--- config.mk ---
export PLATFORM = sky130hd
export DESIGN_NAME = ais_i2c_slave
export DESIGN_NICKNAME = d
export VERILOG_FILES = /design/src/logic/ais_pkg.sv /design/src/logic/ais_conv_timer.sv /design/src/logic/ais_i2c_slave.sv
export SDC_FILE = /design/constraint.sdc
export NUM_CORES = 1
export LEC_CHECK = 0
export BUFFER_PORTS_ARGS = -buffer_cell sky130_fd_sc_hd__buf_4
export CAP_MARGIN = 20
export CORE_MARGIN = 3
export CORE_UTILIZATION = 42
export CTS_CLUSTER_SIZE = 20
export DETAILED_ROUTE_END_ITERATION = 12
export GPL_ROUTABILITY_DRIVEN = 0
export PLACE_DENSITY = 0.69
export SLEW_MARGIN = 20
export SYNTH_ARGS = -nofsm -noshare
export SYNTH_HDL_FRONTEND = slang
export SYNTH_SLANG_ARGS = --single-unit
--- constraint.sdc ---
create_clock -name clk -period 2.05 [get_ports clk]
set_input_delay 0.205 -clock clk [delete_from_list [all_inputs] [get_ports clk]]
set_output_delay 0.205 -clock clk [all_outputs]
set_load 0.02 [all_outputs]
--- src/logic/ais_pkg.sv ---
// ais_pkg: constants and types shared by the converter's two-wire slave interface
// assumes a single 25 MHz system clock; pins are sampled, never used as clocks
package ais_pkg;

  // system clock and conversion timing
  localparam int CLK_PERIOD_NS = 40;
  localparam int CONV_TYP_NS = 1300;
  localparam int CONV_MAX_NS = 1800;
  // longest time rounds down to whole cycles
  localparam int CONV_CYC = CONV_MAX_NS / CLK_PERIOD_NS;

  // supported bus rates; fast mode half period still spans many clk cycles
  localparam int STD_KBPS = 100;
  localparam int FAST_KBPS = 400;
  localparam int FAST_HALF_CYC = (1000000 / FAST_KBPS) / (2 * CLK_PERIOD_NS);

  // register widths and reset values
  localparam int RESULT_W = 12;
  localparam int CFG_W = 6;
  localparam int TRAIL_ZEROS = 4;
  localparam int BYTE_BITS = 8;
  localparam logic [3:0] BYTE_DONE = 4'h8;
  localparam logic [5:0] CFG_RESET = 6'h00;

  // configuration word field positions, first received bit is the top one
  localparam int CFG_SD_BIT = 5;
  localparam int CFG_OS_BIT = 4;
  localparam int CFG_SEL_HI_BIT = 3;
  localparam int CFG_SEL_LO_BIT = 2;
  localparam int CFG_UNI_BIT = 1;
  localparam int CFG_SLP_BIT = 0;

  // three-level strap encoding
  localparam logic [1:0] STRAP_LOW = 2'h0;
  localparam logic [1:0] STRAP_FLOAT = 2'h1;
  localparam logic [1:0] STRAP_HIGH = 2'h2;

  // slave addresses, indexed by strap b then strap a
  localparam logic [6:0] ADDR_LL = 7'h08;
  localparam logic [6:0] ADDR_LF = 7'h09;
  localparam logic [6:0] ADDR_LH = 7'h0A;
  localparam logic [6:0] ADDR_FH = 7'h0B;
  localparam logic [6:0] ADDR_FF = 7'h18;
  localparam logic [6:0] ADDR_FL = 7'h19;
  localparam logic [6:0] ADDR_HL = 7'h1A;
  localparam logic [6:0] ADDR_HF = 7'h1B;
  localparam logic [6:0] ADDR_HH = 7'h28;
  localparam logic [6:0] ADDR_NONE = 7'h00;

  // direction bit value for a read
  localparam logic DIR_READ = 1'b1;

  typedef enum logic [2:0] {
    ST_IDLE = 3'h0,
    ST_ADDR = 3'h1,
    ST_ADDR_ACK = 3'h2,
    ST_RD_DATA = 3'h3,
    ST_RD_ACK = 3'h4,
    ST_WR_DATA = 3'h5,
    ST_WR_ACK = 3'h6
  } ais_state_e;

endpackage

--- src/logic/ais_conv_timer.sv ---
// ais_conv_timer: conversion sequencer timed from the internal clock
// assumes start is a one-cycle pulse from the bus logic on the same clock
`timescale 1ns/100ps
module ais_conv_timer #(
  parameter int CYC = ais_pkg::CONV_CYC,
  parameter int W = ais_pkg::RESULT_W
) (
  input wire logic clk,
  input wire logic nrst,
  input wire logic start,
  input wire logic [W-1:0] sample_data,
  output logic busy,
  output logic [W-1:0] result
);

  localparam int CW = $clog2(CYC + 1);
  localparam logic [CW-1:0] LOAD = CW'(CYC - 1);

  typedef struct packed {
    logic [CW-1:0] cnt;
    logic busy;
    logic [W-1:0] result;
  } ais_timer_s;

  ais_timer_s q;
  ais_timer_s d;

  // busy spans exactly CYC cycles, result latched as it drops
  always_comb begin
    d = q;
    if (start && !q.busy) begin
      d.busy = 1'b1;
      d.cnt = LOAD;
    end else if (q.busy) begin
      if (q.cnt == '0) begin
        d.busy = 1'b0;
        d.result = sample_data;
      end else begin
        d.cnt = q.cnt - CW'(1);
      end
    end
  end

  // state register
  always_ff @(posedge clk or negedge nrst) begin
    if (!nrst) begin
      q <= '0;
    end else begin
      q <= d;
    end
  end

  assign busy = q.busy;
  assign result = q.result;

  AST_CONV_LEN: assert property (@(posedge clk) disable iff (!nrst)
    start && !busy |=> busy ##44 busy ##1 !busy)
    else $error("conversion length wrong");

  AST_RESULT_HOLD: assert property (@(posedge clk) disable iff (!nrst)
    !busy && !$past(busy) |-> $stable(result))
    else $error("result changed outside conversion end");

  COV_CONV: cover property (@(posedge clk) disable iff (!nrst) $fell(busy));

endmodule

--- src/logic/ais_i2c_slave.sv ---
// ais_i2c_slave: two-wire slave interface of an 8-channel 12-bit converter
// assumes scl, sda and straps are asynchronous pins; sda wire resolved outside
// Operation
// - conversion timed by internal clock, at most 1.8 us
// - data line only pulled low or released, never driven high
// - works at 100 kbit/s and 400 kbit/s bus rates
// - slave only; serial clock is input, data line bidirectional
// - detect Start and Stop; busy after Start, free after Stop
// - Repeated Start behaves like Start, bus stays busy
// - transfers are eight data bits plus one acknowledge bit
// - ack pulls line low; nak leaves it released
// - data line changes only while serial clock low
// - 7-bit address then direction bit; 1 read, 0 write
// - selected only when address equals strap-chosen address
// - nak while converting, ack once conversion finished
// - latest 12-bit result held and returned on read
// - 6-bit configuration register loaded by writes
// - Stop after successful addressing starts a conversion
// - read sends 12 result bits msb first, then 4 zeros
// - configuration bits captured on rising edges, single_diff bit first
// - address from two three-level straps, nine values
`timescale 1ns/100ps
module ais_i2c_slave (
  input wire logic clk,
  input wire logic nrst,
  input wire logic scl_in,
  input wire logic sda_in,
  output logic sda_out,
  output logic sda_oe,
  input wire logic [1:0] addr_strap_a,
  input wire logic [1:0] addr_strap_b,
  input wire logic [ais_pkg::RESULT_W-1:0] sample_data,
  output logic conv_start,
  output logic conv_busy,
  output logic bus_busy,
  output logic single_diff,
  output logic odd_sign,
  output logic channel_sel_hi,
  output logic channel_sel_lo,
  output logic unipolar_select,
  output logic sleep_select
);

  typedef struct packed {
    logic scl_m;
    logic scl_s;
    logic scl_p;
    logic sda_m;
    logic sda_s;
    logic sda_p;
    logic [3:0] strap_m;
    logic [3:0] strap_s;
    ais_pkg::ais_state_e st;
    logic [3:0] cnt;
    logic [7:0] rx;
    logic [15:0] tx;
    logic rw;
    logic armed;
    logic byte2;
    logic oe;
    logic sda_lo;
    logic [ais_pkg::CFG_W-1:0] cfg;
    logic conv_start;
    logic bus_busy;
  } ais_main_s;

  ais_main_s q;
  ais_main_s d;
  logic busy;
  logic [ais_pkg::RESULT_W-1:0] result;
  logic scl_rise;
  logic scl_fall;
  logic start_evt;
  logic stop_evt;
  logic [6:0] own_addr;

  // strap pair to slave address
  function automatic logic [6:0] strap_addr(input logic [1:0] b, input logic [1:0] a);
    logic [6:0] r;
    r = ais_pkg::ADDR_NONE;
    case ({b, a})
      {ais_pkg::STRAP_LOW, ais_pkg::STRAP_LOW}: r = ais_pkg::ADDR_LL;
      {ais_pkg::STRAP_LOW, ais_pkg::STRAP_FLOAT}: r = ais_pkg::ADDR_LF;
      {ais_pkg::STRAP_LOW, ais_pkg::STRAP_HIGH}: r = ais_pkg::ADDR_LH;
      {ais_pkg::STRAP_FLOAT, ais_pkg::STRAP_HIGH}: r = ais_pkg::ADDR_FH;
      {ais_pkg::STRAP_FLOAT, ais_pkg::STRAP_FLOAT}: r = ais_pkg::ADDR_FF;
      {ais_pkg::STRAP_FLOAT, ais_pkg::STRAP_LOW}: r = ais_pkg::ADDR_FL;
      {ais_pkg::STRAP_HIGH, ais_pkg::STRAP_LOW}: r = ais_pkg::ADDR_HL;
      {ais_pkg::STRAP_HIGH, ais_pkg::STRAP_FLOAT}: r = ais_pkg::ADDR_HF;
      {ais_pkg::STRAP_HIGH, ais_pkg::STRAP_HIGH}: r = ais_pkg::ADDR_HH;
      default: r = ais_pkg::ADDR_NONE;
    endcase
    return r;
  endfunction

  // conversion sequencer
  ais_conv_timer #(
    .CYC(ais_pkg::CONV_CYC),
    .W(ais_pkg::RESULT_W)
  ) u_timer (
    .clk(clk),
    .nrst(nrst),
    .start(q.conv_start),
    .sample_data(sample_data),
    .busy(busy),
    .result(result)
  );

  // bus events seen on the synchronised copies only
  assign scl_rise = q.scl_s && !q.scl_p;
  assign scl_fall = !q.scl_s && q.scl_p;
  assign start_evt = q.scl_s && q.scl_p && q.sda_p && !q.sda_s;
  assign stop_evt = q.scl_s && q.scl_p && !q.sda_p && q.sda_s;
  assign own_addr = strap_addr(q.strap_s[3:2], q.strap_s[1:0]);

  // next state of the whole slave
  always_comb begin
    d = q;
    d.conv_start = 1'b0;
    d.sda_lo = 1'b0;
    d.scl_m = scl_in;
    d.scl_s = q.scl_m;
    d.scl_p = q.scl_s;
    d.sda_m = sda_in;
    d.sda_s = q.sda_m;
    d.sda_p = q.sda_s;
    d.strap_m = {addr_strap_b, addr_strap_a};
    d.strap_s = q.strap_m;
    if (start_evt) begin
      d.st = ais_pkg::ST_ADDR;
      d.cnt = '0;
      d.oe = 1'b0;
      d.bus_busy = 1'b1;
    end else if (stop_evt) begin
      d.st = ais_pkg::ST_IDLE;
      d.oe = 1'b0;
      d.bus_busy = 1'b0;
      if (q.armed) begin
        d.conv_start = 1'b1;
        d.armed = 1'b0;
      end
    end else begin
      unique case (q.st)
        ais_pkg::ST_IDLE: begin
          d.oe = 1'b0;
        end
        ais_pkg::ST_ADDR: begin
          if (scl_rise) begin
            d.rx = {q.rx[6:0], q.sda_s};
            d.cnt = 4'(q.cnt + 4'h1);
          end
          if (scl_fall && q.cnt == ais_pkg::BYTE_DONE) begin
            if (q.rx[7:1] == own_addr && !busy) begin
              d.oe = 1'b1;
              d.st = ais_pkg::ST_ADDR_ACK;
              d.rw = q.rx[0];
              d.armed = 1'b1;
            end else begin
              d.st = ais_pkg::ST_IDLE;
            end
          end
        end
        ais_pkg::ST_ADDR_ACK: begin
          if (scl_fall) begin
            d.cnt = '0;
            if (q.rw == ais_pkg::DIR_READ) begin
              d.st = ais_pkg::ST_RD_DATA;
              d.tx = {result, ais_pkg::TRAIL_ZEROS'(0)};
              d.oe = !result[ais_pkg::RESULT_W-1];
              d.byte2 = 1'b0;
            end else begin
              d.st = ais_pkg::ST_WR_DATA;
              d.oe = 1'b0;
            end
          end
        end
        ais_pkg::ST_RD_DATA: begin
          if (scl_rise) begin
            d.cnt = 4'(q.cnt + 4'h1);
          end
          if (scl_fall) begin
            if (q.cnt == ais_pkg::BYTE_DONE) begin
              d.oe = 1'b0;
              d.st = ais_pkg::ST_RD_ACK;
            end else begin
              d.tx = {q.tx[14:0], 1'b0};
              d.oe = !q.tx[14];
            end
          end
        end
        ais_pkg::ST_RD_ACK: begin
          if (scl_rise && (q.sda_s || q.byte2)) begin
            d.st = ais_pkg::ST_IDLE;
          end else if (scl_fall) begin
            d.tx = {q.tx[14:0], 1'b0};
            d.oe = !q.tx[14];
            d.byte2 = 1'b1;
            d.cnt = '0;
            d.st = ais_pkg::ST_RD_DATA;
          end
        end
        ais_pkg::ST_WR_DATA: begin
          if (scl_rise) begin
            d.rx = {q.rx[6:0], q.sda_s};
            d.cnt = 4'(q.cnt + 4'h1);
          end
          if (scl_fall && q.cnt == ais_pkg::BYTE_DONE) begin
            d.cfg = q.rx[7:2];
            d.oe = 1'b1;
            d.st = ais_pkg::ST_WR_ACK;
          end
        end
        ais_pkg::ST_WR_ACK: begin
          if (scl_fall) begin
            d.oe = 1'b0;
            d.st = ais_pkg::ST_IDLE;
          end
        end
        default: begin
          d.st = ais_pkg::ST_IDLE;
          d.oe = 1'b0;
        end
      endcase
    end
  end

  // state register
  always_ff @(posedge clk or negedge nrst) begin
    if (!nrst) begin
      q <= '0;
      q.cfg <= ais_pkg::CFG_RESET;
    end else begin
      q <= d;
    end
  end

  // outputs straight from flops
  assign sda_out = q.sda_lo;
  assign sda_oe = q.oe;
  assign conv_start = q.conv_start;
  assign conv_busy = busy;
  assign bus_busy = q.bus_busy;
  assign single_diff = q.cfg[ais_pkg::CFG_SD_BIT];
  assign odd_sign = q.cfg[ais_pkg::CFG_OS_BIT];
  assign channel_sel_hi = q.cfg[ais_pkg::CFG_SEL_HI_BIT];
  assign channel_sel_lo = q.cfg[ais_pkg::CFG_SEL_LO_BIT];
  assign unipolar_select = q.cfg[ais_pkg::CFG_UNI_BIT];
  assign sleep_select = q.cfg[ais_pkg::CFG_SLP_BIT];

  AST_OPEN_DRAIN: assert property (@(posedge clk) disable iff (!nrst)
    sda_out == 1'b0)
    else $error("data line driven high");

  AST_START: assert property (@(posedge clk) disable iff (!nrst)
    start_evt |=> q.st == ais_pkg::ST_ADDR && q.cnt == 4'h0 && bus_busy && !sda_oe)
    else $error("start not taken");

  AST_ACK: assert property (@(posedge clk) disable iff (!nrst)
    q.st == ais_pkg::ST_ADDR && !start_evt && !stop_evt && scl_fall
    && q.cnt == 4'h8 && q.rx[7:1] == own_addr && !busy |=> sda_oe ##1 sda_oe)
    else $error("no ack on own address");

  AST_NAK_BUSY: assert property (@(posedge clk) disable iff (!nrst)
    q.st == ais_pkg::ST_ADDR && scl_fall && q.cnt == 4'h8 && busy
    |=> !sda_oe && q.st == ais_pkg::ST_IDLE)
    else $error("ack given while converting");

  AST_OTHER_ADDR: assert property (@(posedge clk) disable iff (!nrst)
    q.st == ais_pkg::ST_ADDR && scl_fall && q.cnt == 4'h8 && q.rx[7:1] != own_addr
    |=> !sda_oe)
    else $error("ack on foreign address");

  AST_STOP_CONV: assert property (@(posedge clk) disable iff (!nrst)
    stop_evt && q.armed |=> conv_start ##1 (!conv_start && conv_busy))
    else $error("stop did not start conversion");

  AST_SCL_LOW: assert property (@(posedge clk) disable iff (!nrst)
    $rose(sda_oe) |-> !q.scl_s)
    else $error("data changed with clock high");

  AST_WRITE_CFG: assert property (@(posedge clk) disable iff (!nrst)
    q.st == ais_pkg::ST_WR_DATA && !start_evt && !stop_evt && scl_fall && q.cnt == 4'h8
    |=> q.cfg == $past(q.rx[7:2]))
    else $error("configuration not captured");

  AST_READ_MSB: assert property (@(posedge clk) disable iff (!nrst)
    q.st == ais_pkg::ST_ADDR_ACK && !start_evt && !stop_evt && scl_fall && q.rw
    |=> sda_oe == !result[11] && q.tx[3:0] == 4'h0)
    else $error("first result bit wrong");

  COV_READ: cover property (@(posedge clk) q.st == ais_pkg::ST_RD_DATA && q.byte2);
  COV_WRITE: cover property (@(posedge clk) q.st == ais_pkg::ST_WR_ACK);
  COV_NAK: cover property (@(posedge clk) q.st == ais_pkg::ST_ADDR && scl_fall && busy);
  COV_CONV: cover property (@(posedge clk) conv_start);

endmodule

After elaboration in Yosys (flattened, before gate mapping)
Memory sizes are Yosys's and may differ from the RTL's.
Index checks and enable logic that the tools add are counted.

word-level totals
  register bits after elaboration = 76
  bits in latches = 0
  RAM bits = 0
  memory bits (read-only) = 80
  input port bits = 20
  output and inout bits = 11
  logic and storage cells = 154
  memories = 1

cells by class
  $add $sub $neg = 2
  $mul = 0
  div/mod/pow operators = 0
  $lt $le $gt $ge = 0
  eq/ne operators = 32
  shift operators = 0
  multiplexer cells = 53
  bitwise logic cells = 3
  reductions and logical operators = 41

memory list
  memory            words  bits a word  read ports  clocked after memory_dff  wr ports  RTL line             text
  (name not given)  16     5            1           0                         0         ais_i2c_slave.sv:81  case ({b, a})

operators by type and width
  cell                                         number
  16-bit 2-to-1 mux                            6
  16-bit case mux with 3 select lines          1
  4-bit != test (second input constant)        9
  29-bit 2-to-1 mux                            1
  7-bit 2-to-1 mux                             4
  3-bit 2-to-1 mux                             8
  3-bit case mux with 7 select lines           1
  19-bit 2-to-1 mux                            1
  2-bit 2-to-1 mux                             8
  4-bit case mux with 4 select lines           1
  8-bit AND reduction                          2
  3-bit != test (second input constant)        5
  1-bit 2-to-1 mux                             14
  2-bit != test (second input constant)        7
  7-bit AND reduction                          2
  13-bit 2-to-1 mux                            1
  12-bit 2-to-1 mux                            1
  4-bit AND reduction                          3
  2-bit nonzero test                           6
  1-bit logical AND                            11
  3-bit equality test (second input constant)  3
  9-bit AND reduction                          1
  4-bit 2-to-1 mux                             2
  8-bit 2-to-1 mux                             1
  23 further kinds                             32

Depth between registers and ports, before layout
Gate-level depths: netlist of run 1.
An unclocked memory read counts as a cell.

  word-level depth = 8
  mapped depth = 8
  gate-level depth less buffers = 7

Cells and area by module
From an unflattened synthesis of run 1, not the netlist that was laid out.

unflattened totals
  cell total of the unflattened synthesis = 321
  area total of the unflattened synthesis = 3517.1 µm²

by module, submodules not included
  module          instances  cells each  area an instance (µm²)
  ais_i2c_slave   1          246         2547.4
  ais_conv_timer  1          75          969.7

Worst setup path before layout of run 1
Ideal clock, no wire load.

  path type = register -> register
  from = register u_timer.q (netlist bit u_timer.busy)
  to = register q[12] (netlist bit)
  data arrival time = 1.662 ns
  required time = 1.922 ns
  slack = 0.261 ns
  cell stages (with the launch flop) = 6
  clock period less this slack = 1.789 ns
  path through = dfrtp_1 > or3_1 > a311oi_1 > o211a_1 > nand4_1 > mux2_1

between the ends
  cells in the longest elaborated chain, start to end = 3

RTL lines
  what                                  RTL line              text
  from (decl)                           ais_conv_timer.sv:25  ais_timer_s q;
  from (signal assigned)                ais_conv_timer.sv:47  q <= '0;
  from (signal assigned)                ais_conv_timer.sv:49  q <= d;
  1-bit zero test                       ais_i2c_slave.sv:153  if (q.rx[7:1] == own_addr && !busy) begin
  1-bit logical AND                     ais_i2c_slave.sv:153
  5-bit AND reduction (no source line)  n/a
  to (decl)                             ais_i2c_slave.sv:67   ais_main_s q;

No other way between the ends.
A chain may end at the register's enable or synchronous reset.

Worst setup path after layout of run 1
  from = register q (netlist bit d[55])
  to = register q (netlist bit sleep_select)

between the ends
  cells in the longest elaborated chain, start to end = 5
  elaborated cells on any way between the ends = 11
  classes of those cells = bitwise (2); reduce/logical (9)

RTL lines
  what                                               RTL line
  1-bit logical AND                                  ais_i2c_slave.sv:112, ais_i2c_slave.sv:113
  1-bit logical AND (on tied branches) (2 in a row)  ais_i2c_slave.sv:113, ais_i2c_slave.sv:112
  1-bit NOT (no source line)                         n/a
  4-bit AND reduction (no source line) *             n/a

Every way passes the cells marked *; elsewhere a longest branch is shown, timed or not.

==> impl_metrics.toml, run 1 <==
[route]
top_layer = "met4"
dr.pass1.iters = 4
m1WireLength_mm = 3.04
wl_met2_mm = 2.95
wirelength_mm = 6.34
drc = 0
drt-wirelength-per-cell_um = 14.3
wl_met3_um = 261
final_antenna_net_count = 0
vias = 2352
via_per_inst = 5.30
drtIter0Drc = 116

[floorplanning]
io_pins = 31
die_y_um = 94.8
die_w_um = 94.8
num_rows = 31
die-area_mm2 = 0.00898
initial_core_util = 0.444
core_area_mm2 = 0.00745

[placement]
dp_slack_ns = 0.139
placedCellCount = 421
hpwl_mm = 4.50
port_buffers = 29

[sta]
slew-limit-headroom = 0.611
period_needed_ns = 1.87
setup_ws_ns = 0.177
finalSetupViolCount = 0
tightest_slew_ns = 0.584
setup_tns_ns = 0
clock.fmax_mhz = 534
finClkSkew_ns = 0.00817
slew_viol_final = 0
hold_violations = 0
timing.final.crit_share = 0.914
rsz0062_at_grt = "no"

[yosys]
synth_edf_count = 0
syn-num-nets = 316
synth_most_common_cell = "dfrtp_1"
synth_area_leaders = "dfrtp_1 (54%), mux2_2 (6.8%), mux2i_1 (3.0%), a21oi_1 (2.9%), mux2_1 (2.7%)"
ys.flop_type = "dfrtp_1"
synthArstFlopShare = 1.00
netlist_instances = 293
synth_warnings = 0
synth_common_cells = "dfrtp_1 (71), mux2_2 (20), nor2_1 (20)"
synth_area_per_cell_um2 = 11.3
yosysTopAreaCellShare = 0.537
synth_seq_area_share = 0.537
synth_cell_type_count = 60
synth.largest_area_cell = "dfrtp_1"
syn_area_mm2 = 0.00331
synth_seq_cells = 71

[global_route]
grt_max_degree = 47
antenna_found_initial = 0
grt_pass1_vias = 2400
grt_remaining_overflow = 0
grtUsageTotal = 0.162
grt_pass1_wl_mm = 11.3

[clock_network]
path_clk_slew_ns = 0.07
postCtsSetupBuffers = 0
htreeDepth = 3
numCtsBuffers = 9
cts_root_buffer = "clkbuf_8"
cts_tree = "done"
cts.sinks = 71
clock_latency_ns = 0.34
cts_buffer_depth = 2

[worst_setup_path]
rrSetupSlack_ns = 0.18
arrival_ns = 2.10
cp_slowest_stage_delay_ns = 0.56
crit_required_ns = 2.27
critPathLaunchType = "register"
slowest_stage = "nor4_4"
worst-setup-path-type = "reg -> reg"
crit_fanout = 10
worstSetupEndpointType = "register"
crit_chain = "nand2b_1 > nor4_4 > mux2_1"

[power_and_ir_drop]
p_switching_mw = 0.780
intPower_mw = 2.46
total_power_mw = 3.24
p_leak_nw = 1.81
swShare = 0.241
vdd.ir_drop.worst_mv = 0.465
power_density_mw_per_mm2 = 814
power_frac_clock = 0.381
p_seq_frac = 0.505
comb_power_share = 0.114

[run_status]
status = "complete, no violations"

[finish]
antennaDiodeCount = 0
drive_above_1_share = 0.249
finalNonFillerCells = 444
nets = 363
syn_to_final_growth_pct = 20.5

[run]
cap_violations = 0

[min_path]
hp-class = "in -> reg"
-- final cells by class --
type	count	area, um2
clock buffer	13	159
clock inverter	3	65.1
fill	675	3460
inverter	9	33.8
multi-input combinational	201	1440
sequential	71	1780
tap	99	124
timing repair buffer	48	390
-- path summary, 6_finish.rpt --
kind                            startpoint                       endpoint  cells past startpoint
max in group asynchronous             nrst    unipolar_select$_DFFE_PN0P_                      3
min                         sample_data[5]  u_timer.result[5]$_DFFE_PN0P_                      2
min in group asynchronous             nrst  u_timer.result[8]$_DFFE_PN0P_                      2
max                        d[55]$_DFF_PN0_       sleep_select$_DFFE_PN0P_                      3
min reg2reg                d[56]$_DFF_PN0_                d[55]$_DFF_PN0_                      0
max reg2reg                d[55]$_DFF_PN0_       sleep_select$_DFFE_PN0P_                      3
-- power groups by stage --
stage               Combinational [mW]  Clock, mW  Sequential (mW)
global route                     0.418       1.34             1.66
CTS                              0.376       1.27             1.63
finish                           0.371       1.24             1.64
global placement                 0.352          0             1.66
detailed placement               0.364          0             1.66
floorplan                        0.269          0             1.61
-- stage by stage --
step	hold WS, ns	instance area (um2)	util
global route	0.0789	3990	0.535
CTS	0.0773	3980	0.535
detailed placement	0.249	3690	0.495
floorplan	-0.0906	3310	-
global placement	0.243	3690	0.495
finish	0.0932	3990	0.535
-- repair_timing --
action                                  4_1_cts  5_1_grt
gates resized for setup                       0        2
hold endpoints to repair                     51        0
hold buffers                                  7        0
endpoints found under the setup margin        0        2
-- registers in the layout (all words and copies together) (netlist names), 6 cells and up --
register        cells
d                   8
q                  35
u_timer.q           6
u_timer.result     12
-- cells by family (layout without fill, tap and decap cells) --
logic type	Yosys count	count (layout)	synth area share
and+or+nand+nor	91	91	0.151
DFF	71	71	0.537
AOI/OAI and AO/OA	62	62	0.128
muxes	38	38	0.126
buffers and inverters	21	73	0.0299
xor gates and xnor gates	6	6	0.0159
adders and majority gates	3	3	0.0113
other	1	1	0.00113
-- worst max-delay path, delay by kind of cell (launching register included) --
family,cells,cell delay (ns)
flip-flops,1,0.48
AND/OR/NAND/NOR,2,0.89
multiplexers,1,0.38
-- layer usage --
| metal | track usage | up-vias |
|---|---|---|
| li1 | - | 1156 |
| met1 | 0.225 | 1139 |
| met2 | 0.245 | 50 |
| met3 | 0.0382 | 7 |
| met4 | 0.0613 | 0 |
| met5 | 0 | - |
-- placed cells by master, fill, tap and decap left out, types with 3 or more instances in the layout --
cell type      count
clkbuf_8          11
nor2_1            20
mux2i_1           10
nor2b_1            8
inv_1              7
o21ai_0           10
nand3_1            4
dlygate4sd3_1      7
mux2_1             8
nand3b_1           4
nor4_1             4
ha_1               3
buf_4             40
xnor2_1            5
a21oi_1           19
dfrtp_1           71
o21ai_1            3
nor3_1             7
mux2_2            20
nand2_1           18
a31oi_1            3
nand2b_1           8
Power figures use the tool's default switching activity.
==> run 2, diff against run 1 <==
RECOVER_POWER = 100   (was default)
==> impl_metrics.toml, run 2 (same netlist as run 1, synthesis figures left out) <==
[finish]
antennaDiodeCount = 0
final_cell_mix = "dfrtp_1 (71), nor2_1 (20), mux2_2 (20)"
largest-register = "q"
layout_commonest_cell = "dfrtp_1"
syn_to_final_growth_pct = 18.2
drive_above_1_share = 0.209
largest_reg_flops = 35
fin_area_mm2 = 0.00391
nets = 363

[power_and_ir_drop]
power_density_mw_per_mm2 = 826
p_leak_nw = 1.74
vdd.ir_drop.worst_mv = 0.462

[sta]
setup_ws_ns = 0.189
tightest_slew_ns = 1.10
slew_viol_final = 0
hold_violations = 0
clock.fmax_mhz = 537
timing.final.crit_share = 0.908
finClkSkew_ns = 0.00878
setup_tns_ns = 0
rsz0062_at_grt = "no"
slew-limit-headroom = 0.263
finalSetupViolCount = 0
period_needed_ns = 1.86
holdWs_ns = 0.0954

[clock_network]
cts_tree = "done"
numCtsBuffers = 9
path_clk_slew_ns = 0.07
cts.sinks = 71
cts_buffer_depth = 2
cts_root_buffer = "clkbuf_8"
clock_latency_ns = 0.34
htreeDepth = 3

[floorplanning]
core_area_mm2 = 0.00745
die_w_um = 94.8
die-area_mm2 = 0.00898
num_rows = 31
die_y_um = 94.8
io_pins = 31
initial_core_util = 0.444

[global_route]
met2_usage = 0.245
use_met3 = 0.0382
grtUsageTotal = 0.162
grt_pass1_wl_mm = 11.3
antenna_found_initial = 0
grt_pass1_vias = 2400
grt_max_degree = 47
grt_remaining_overflow = 0
grt_util_met1 = 0.225
busiest_layer = "met2"

[route]
drtIter0Drc = 147
via_per_inst = 5.36
wirelength_mm = 6.29
drt-wirelength-per-cell_um = 14.2
drc = 0
dr.pass1.iters = 4
vias = 2378
final_antenna_net_count = 0

[run]
cap_violations = 0

[worst_setup_path]
rrSetupSlack_ns = 0.19
critPathLaunchType = "register"
reg2regPathDepth = 3
reg2reg_to = "sleep_select$_DFFE_PN0P_"
worstSetupEndpointType = "register"
crit_fanout = 10
crit_path_start = "d[55]$_DFF_PN0_"
worst-setup-path-type = "reg -> reg"
endpoint = "sleep_select$_DFFE_PN0P_"
r2r-start = "d[55]$_DFF_PN0_"
crit_required_ns = 2.27
arrival_ns = 2.08

[placement]
port_buffers = 29
dp_slack_ns = 0.139
hpwl_mm = 4.50
placed_area_mm2 = 0.00369

[min_path]
hp-class = "in -> reg"

[run_status]
status = "complete, no violations"
==> run 2: cell types whose count changed in the layout (fill, tap and decap cells not counted), sizes merged <==
| cell | previous run | this run |
|---|---|---|
| clkbuf | 13 | 35 |
| buf | 41 | 19 |
==> run 2: routing by layer <==
metal	vias up	share of wire	wire [um]
met3	7	0.046	291
met5	-	0	0
met2	51	0.47	2950
li1	1154	-	-
met1	1166	0.47	2960
met4	0	0.014	90
==> run 2: cell type report <==
class / count / area [um2]
clock buffer: 13 / 159
tap: 99 / 124
clock inverter: 3 / 65.1
fill: 696 / 3540
timing repair buffer: 48 / 325
multi-input combinational: 201 / 1430
sequential: 71 / 1780
inverter: 9 / 33.8
==> run 2: worst min-delay path by stage <==
stage	from	end	slack, ns	cells past startpoint
after floorplan	nrst	bus_busy$_DFFE_PN0N_	-0.09	0
after global placement	nrst	u_timer.result[8]$_DFFE_PN0P_	0.24	1
after detailed placement	nrst	u_timer.result[8]$_DFFE_PN0P_	0.25	1
after CTS	sample_data[5]	u_timer.result[5]$_DFFE_PN0P_	0.08	2
after global routing	sample_data[5]	u_timer.result[5]$_DFFE_PN0P_	0.08	2
final	sample_data[5]	u_timer.result[5]$_DFFE_PN0P_	0.1	2
==> run 2: worst max-delay path, cell delays in order, from the launching register on <==
cell      delay [ns]
dfrtp_1         0.48
nand2b_1        0.33
nor4_4          0.55
mux2_1          0.38
==> run 2: stage by stage <==
step | cells | utilization | total power, mW
2_1_floorplan | 293 | - | 1.88
3_3_place_gp | 421 | 0.495 | 2.01
3_5_place_dp | 421 | 0.495 | 2.02
4_1_cts | 444 | 0.535 | 3.28
5_1_grt | 444 | 0.525 | 3.41
6_report | 444 | 0.525 | 3.23
==> run 2: report_power, final <==
part,internal (mW),total [mW],switching [mW]
logic,0.200,0.362,0.162
registers,1.50,1.64,0.131
clock network,0.751,1.23,0.483
total,2.46,3.23,0.776
==> run 2: timing repair <==
action	4_1_cts	5_1_grt
resized for setup	0	2
endpoints found under the setup margin	0	2
hold buffers	7	0
endpoints found under the hold margin	51	0
setup buffers	0	0
==> run 3, diff against run 2 <==
CORE_ASPECT_RATIO = 2   (was default)
CTS_BUF_LIST = sky130_fd_sc_hd__clkbuf_4 sky130_fd_sc_hd__clkbuf_8   (was default)
SLEW_MARGIN = 10   (was 20)
==> impl_metrics.toml, run 3 (same netlist as run 1, synthesis figures left out) <==
[placement]
hpwl_mm = 5.06
dp_slack_ns = 0.0903
port_buffers = 29

[sta]
setup_tns_ns = 0
timing.final.crit_share = 0.936
finClkSkew_ns = 0.00950
clock.fmax_mhz = 521
hold_violations = 0
tightest_slew_ns = 0.904
finalSetupViolCount = 0
setup_ws_ns = 0.132
period_needed_ns = 1.92
slew_viol_final = 0
rsz0062_at_grt = "no"
slew-limit-headroom = 0.397

[finish]
final_cell_mix = "dfrtp_1 (71), mux2_2 (20), nor2_1 (19), a21oi_1 (19), buf_4 (19)"
nets = 368
layout_commonest_cell = "dfrtp_1"
largest_reg_flops = 35
drive_above_1_share = 0.226
fill_cells = 710
largest-register = "q"
syn_to_final_growth_pct = 18.6
antennaDiodeCount = 0

[route]
final_antenna_net_count = 0
drtIter0Drc = 121
wirelength_mm = 6.83
dr.pass1.iters = 4
drc = 0
drt-wirelength-per-cell_um = 15.4
via_per_inst = 5.47
vias = 2425

[clock_network]
cts_root_buffer = "clkbuf_8"
clock_latency_ns = 0.35
cts.sinks = 71
postCtsSetupBuffers = 0
htreeDepth = 3
cts_tree = "done"
path_clk_slew_ns = 0.07
numCtsBuffers = 9
cts_buffer_depth = 2

[worst_setup_path]
crit_fanout = 10
arrival_ns = 2.20
worst-setup-path-type = "reg -> reg"
critPathLaunchType = "register"
reg2reg_to = "q[22]$_DFFE_PN0P_"
crit_required_ns = 2.33
worstSetupEndpointType = "register"
r2r-start = "q[42]$_DFFE_PN0P_"
reg2regPathDepth = 7
rrSetupSlack_ns = 0.13

[floorplanning]
die_y_um = 132
core_area_mm2 = 0.00760
die-area_mm2 = 0.00905
initial_core_util = 0.435
die_w_um = 68.8
io_pins = 31
num_rows = 45

[global_route]
grt_pass1_wl_mm = 11.4
grt_max_degree = 38
grt_remaining_overflow = 0
grtUsageTotal = 0.170
grt_pass1_vias = 2430
antenna_found_initial = 0

[power_and_ir_drop]
vdd.ir_drop.worst_mv = 0.447
total_power_mw = 3.23
power_density_mw_per_mm2 = 824
p_leak_nw = 1.76

[min_path]
hp-class = "in -> reg"
hold_path_end = "u_timer.result[10]$_DFFE_PN0P_"
min_path_cells = 2
holdCritStartpoint = "sample_data[10]"

[run_status]
status = "complete, no violations"

[run]
cap_violations = 0
run 3: critical path: stages, from the launching register on:
cell and delay (ns):
dfrtp_1 0.48, buf_4 0.20, nor2_1 0.23, nand2_1 0.16
a21oi_1 0.30, clkbuf_2 0.28, nor2_1 0.07, a21oi_1 0.13
run 3: per-stage QoR:
step / std cells / hold slack, ns / utilization / cell area, um2
after floorplan: 293 / -0.0906 / - / 3310
after global placement: 421 / 0.195 / 0.488 / 3710
after detailed placement: 421 / 0.197 / 0.488 / 3710
after CTS: 443 / 0.0684 / 0.525 / 3990
after global routing: 443 / 0.0773 / 0.516 / 3920
final: 443 / 0.0792 / 0.516 / 3920
run 3: layout make-up:
type                            count  area, um2  area share
Sequential cell                    71       1780       0.453
Multi-Input combinational cell    201       1430       0.365
Timing Repair Buffer               53        347      0.0883
Clock buffer                       12        146      0.0373
Tap cell                           94        118      0.0300
Clock inverter                      3       68.8      0.0175
Inverter                            9       33.8     0.00861
run 3: worst max path at each step:
stage	start	endpoint	slack, ns
after floorplan	u_timer.busy$_DFF_PN0_	q[12]$_DFFE_PN0P_	0.26
after global placement	q[42]$_DFFE_PN0P_	q[40]$_DFFE_PN0P_	0.21
after detailed placement	q[37]$_DFFE_PN0P_	sda_oe$_DFFE_PN0P_	0.09
after CTS	q[37]$_DFFE_PN0P_	sda_oe$_DFFE_PN0P_	0.09
after global routing	u_timer.q[13]$_DFFE_PN0P_	u_timer.q[16]$_DFFE_PN0P_	0.04
final	q[42]$_DFFE_PN0P_	q[22]$_DFFE_PN0P_	0.13
run 3: where the power goes:
part           leakage [nW]  switching (mW)  internal, mW  total [mW]
clock network         0.111           0.498         0.722        1.22
logic                 0.747           0.169         0.203       0.372
registers             0.907           0.135          1.50        1.64
run 3: timing repair:
item,in CTS,in global routing
gates resized for setup,0,3
endpoints found under the hold margin,40,0
endpoints found under the setup margin,0,2
hold buffers,7,0
run 3: per-layer routing:
metal  wire, um  vias to the layer above  track usage
met4        268                        0        0.107
met3        172                       19       0.0317
met2       3830                       45        0.292
li1           -                     1164            -
met1       2570                     1197        0.180
met5          0                        -            0
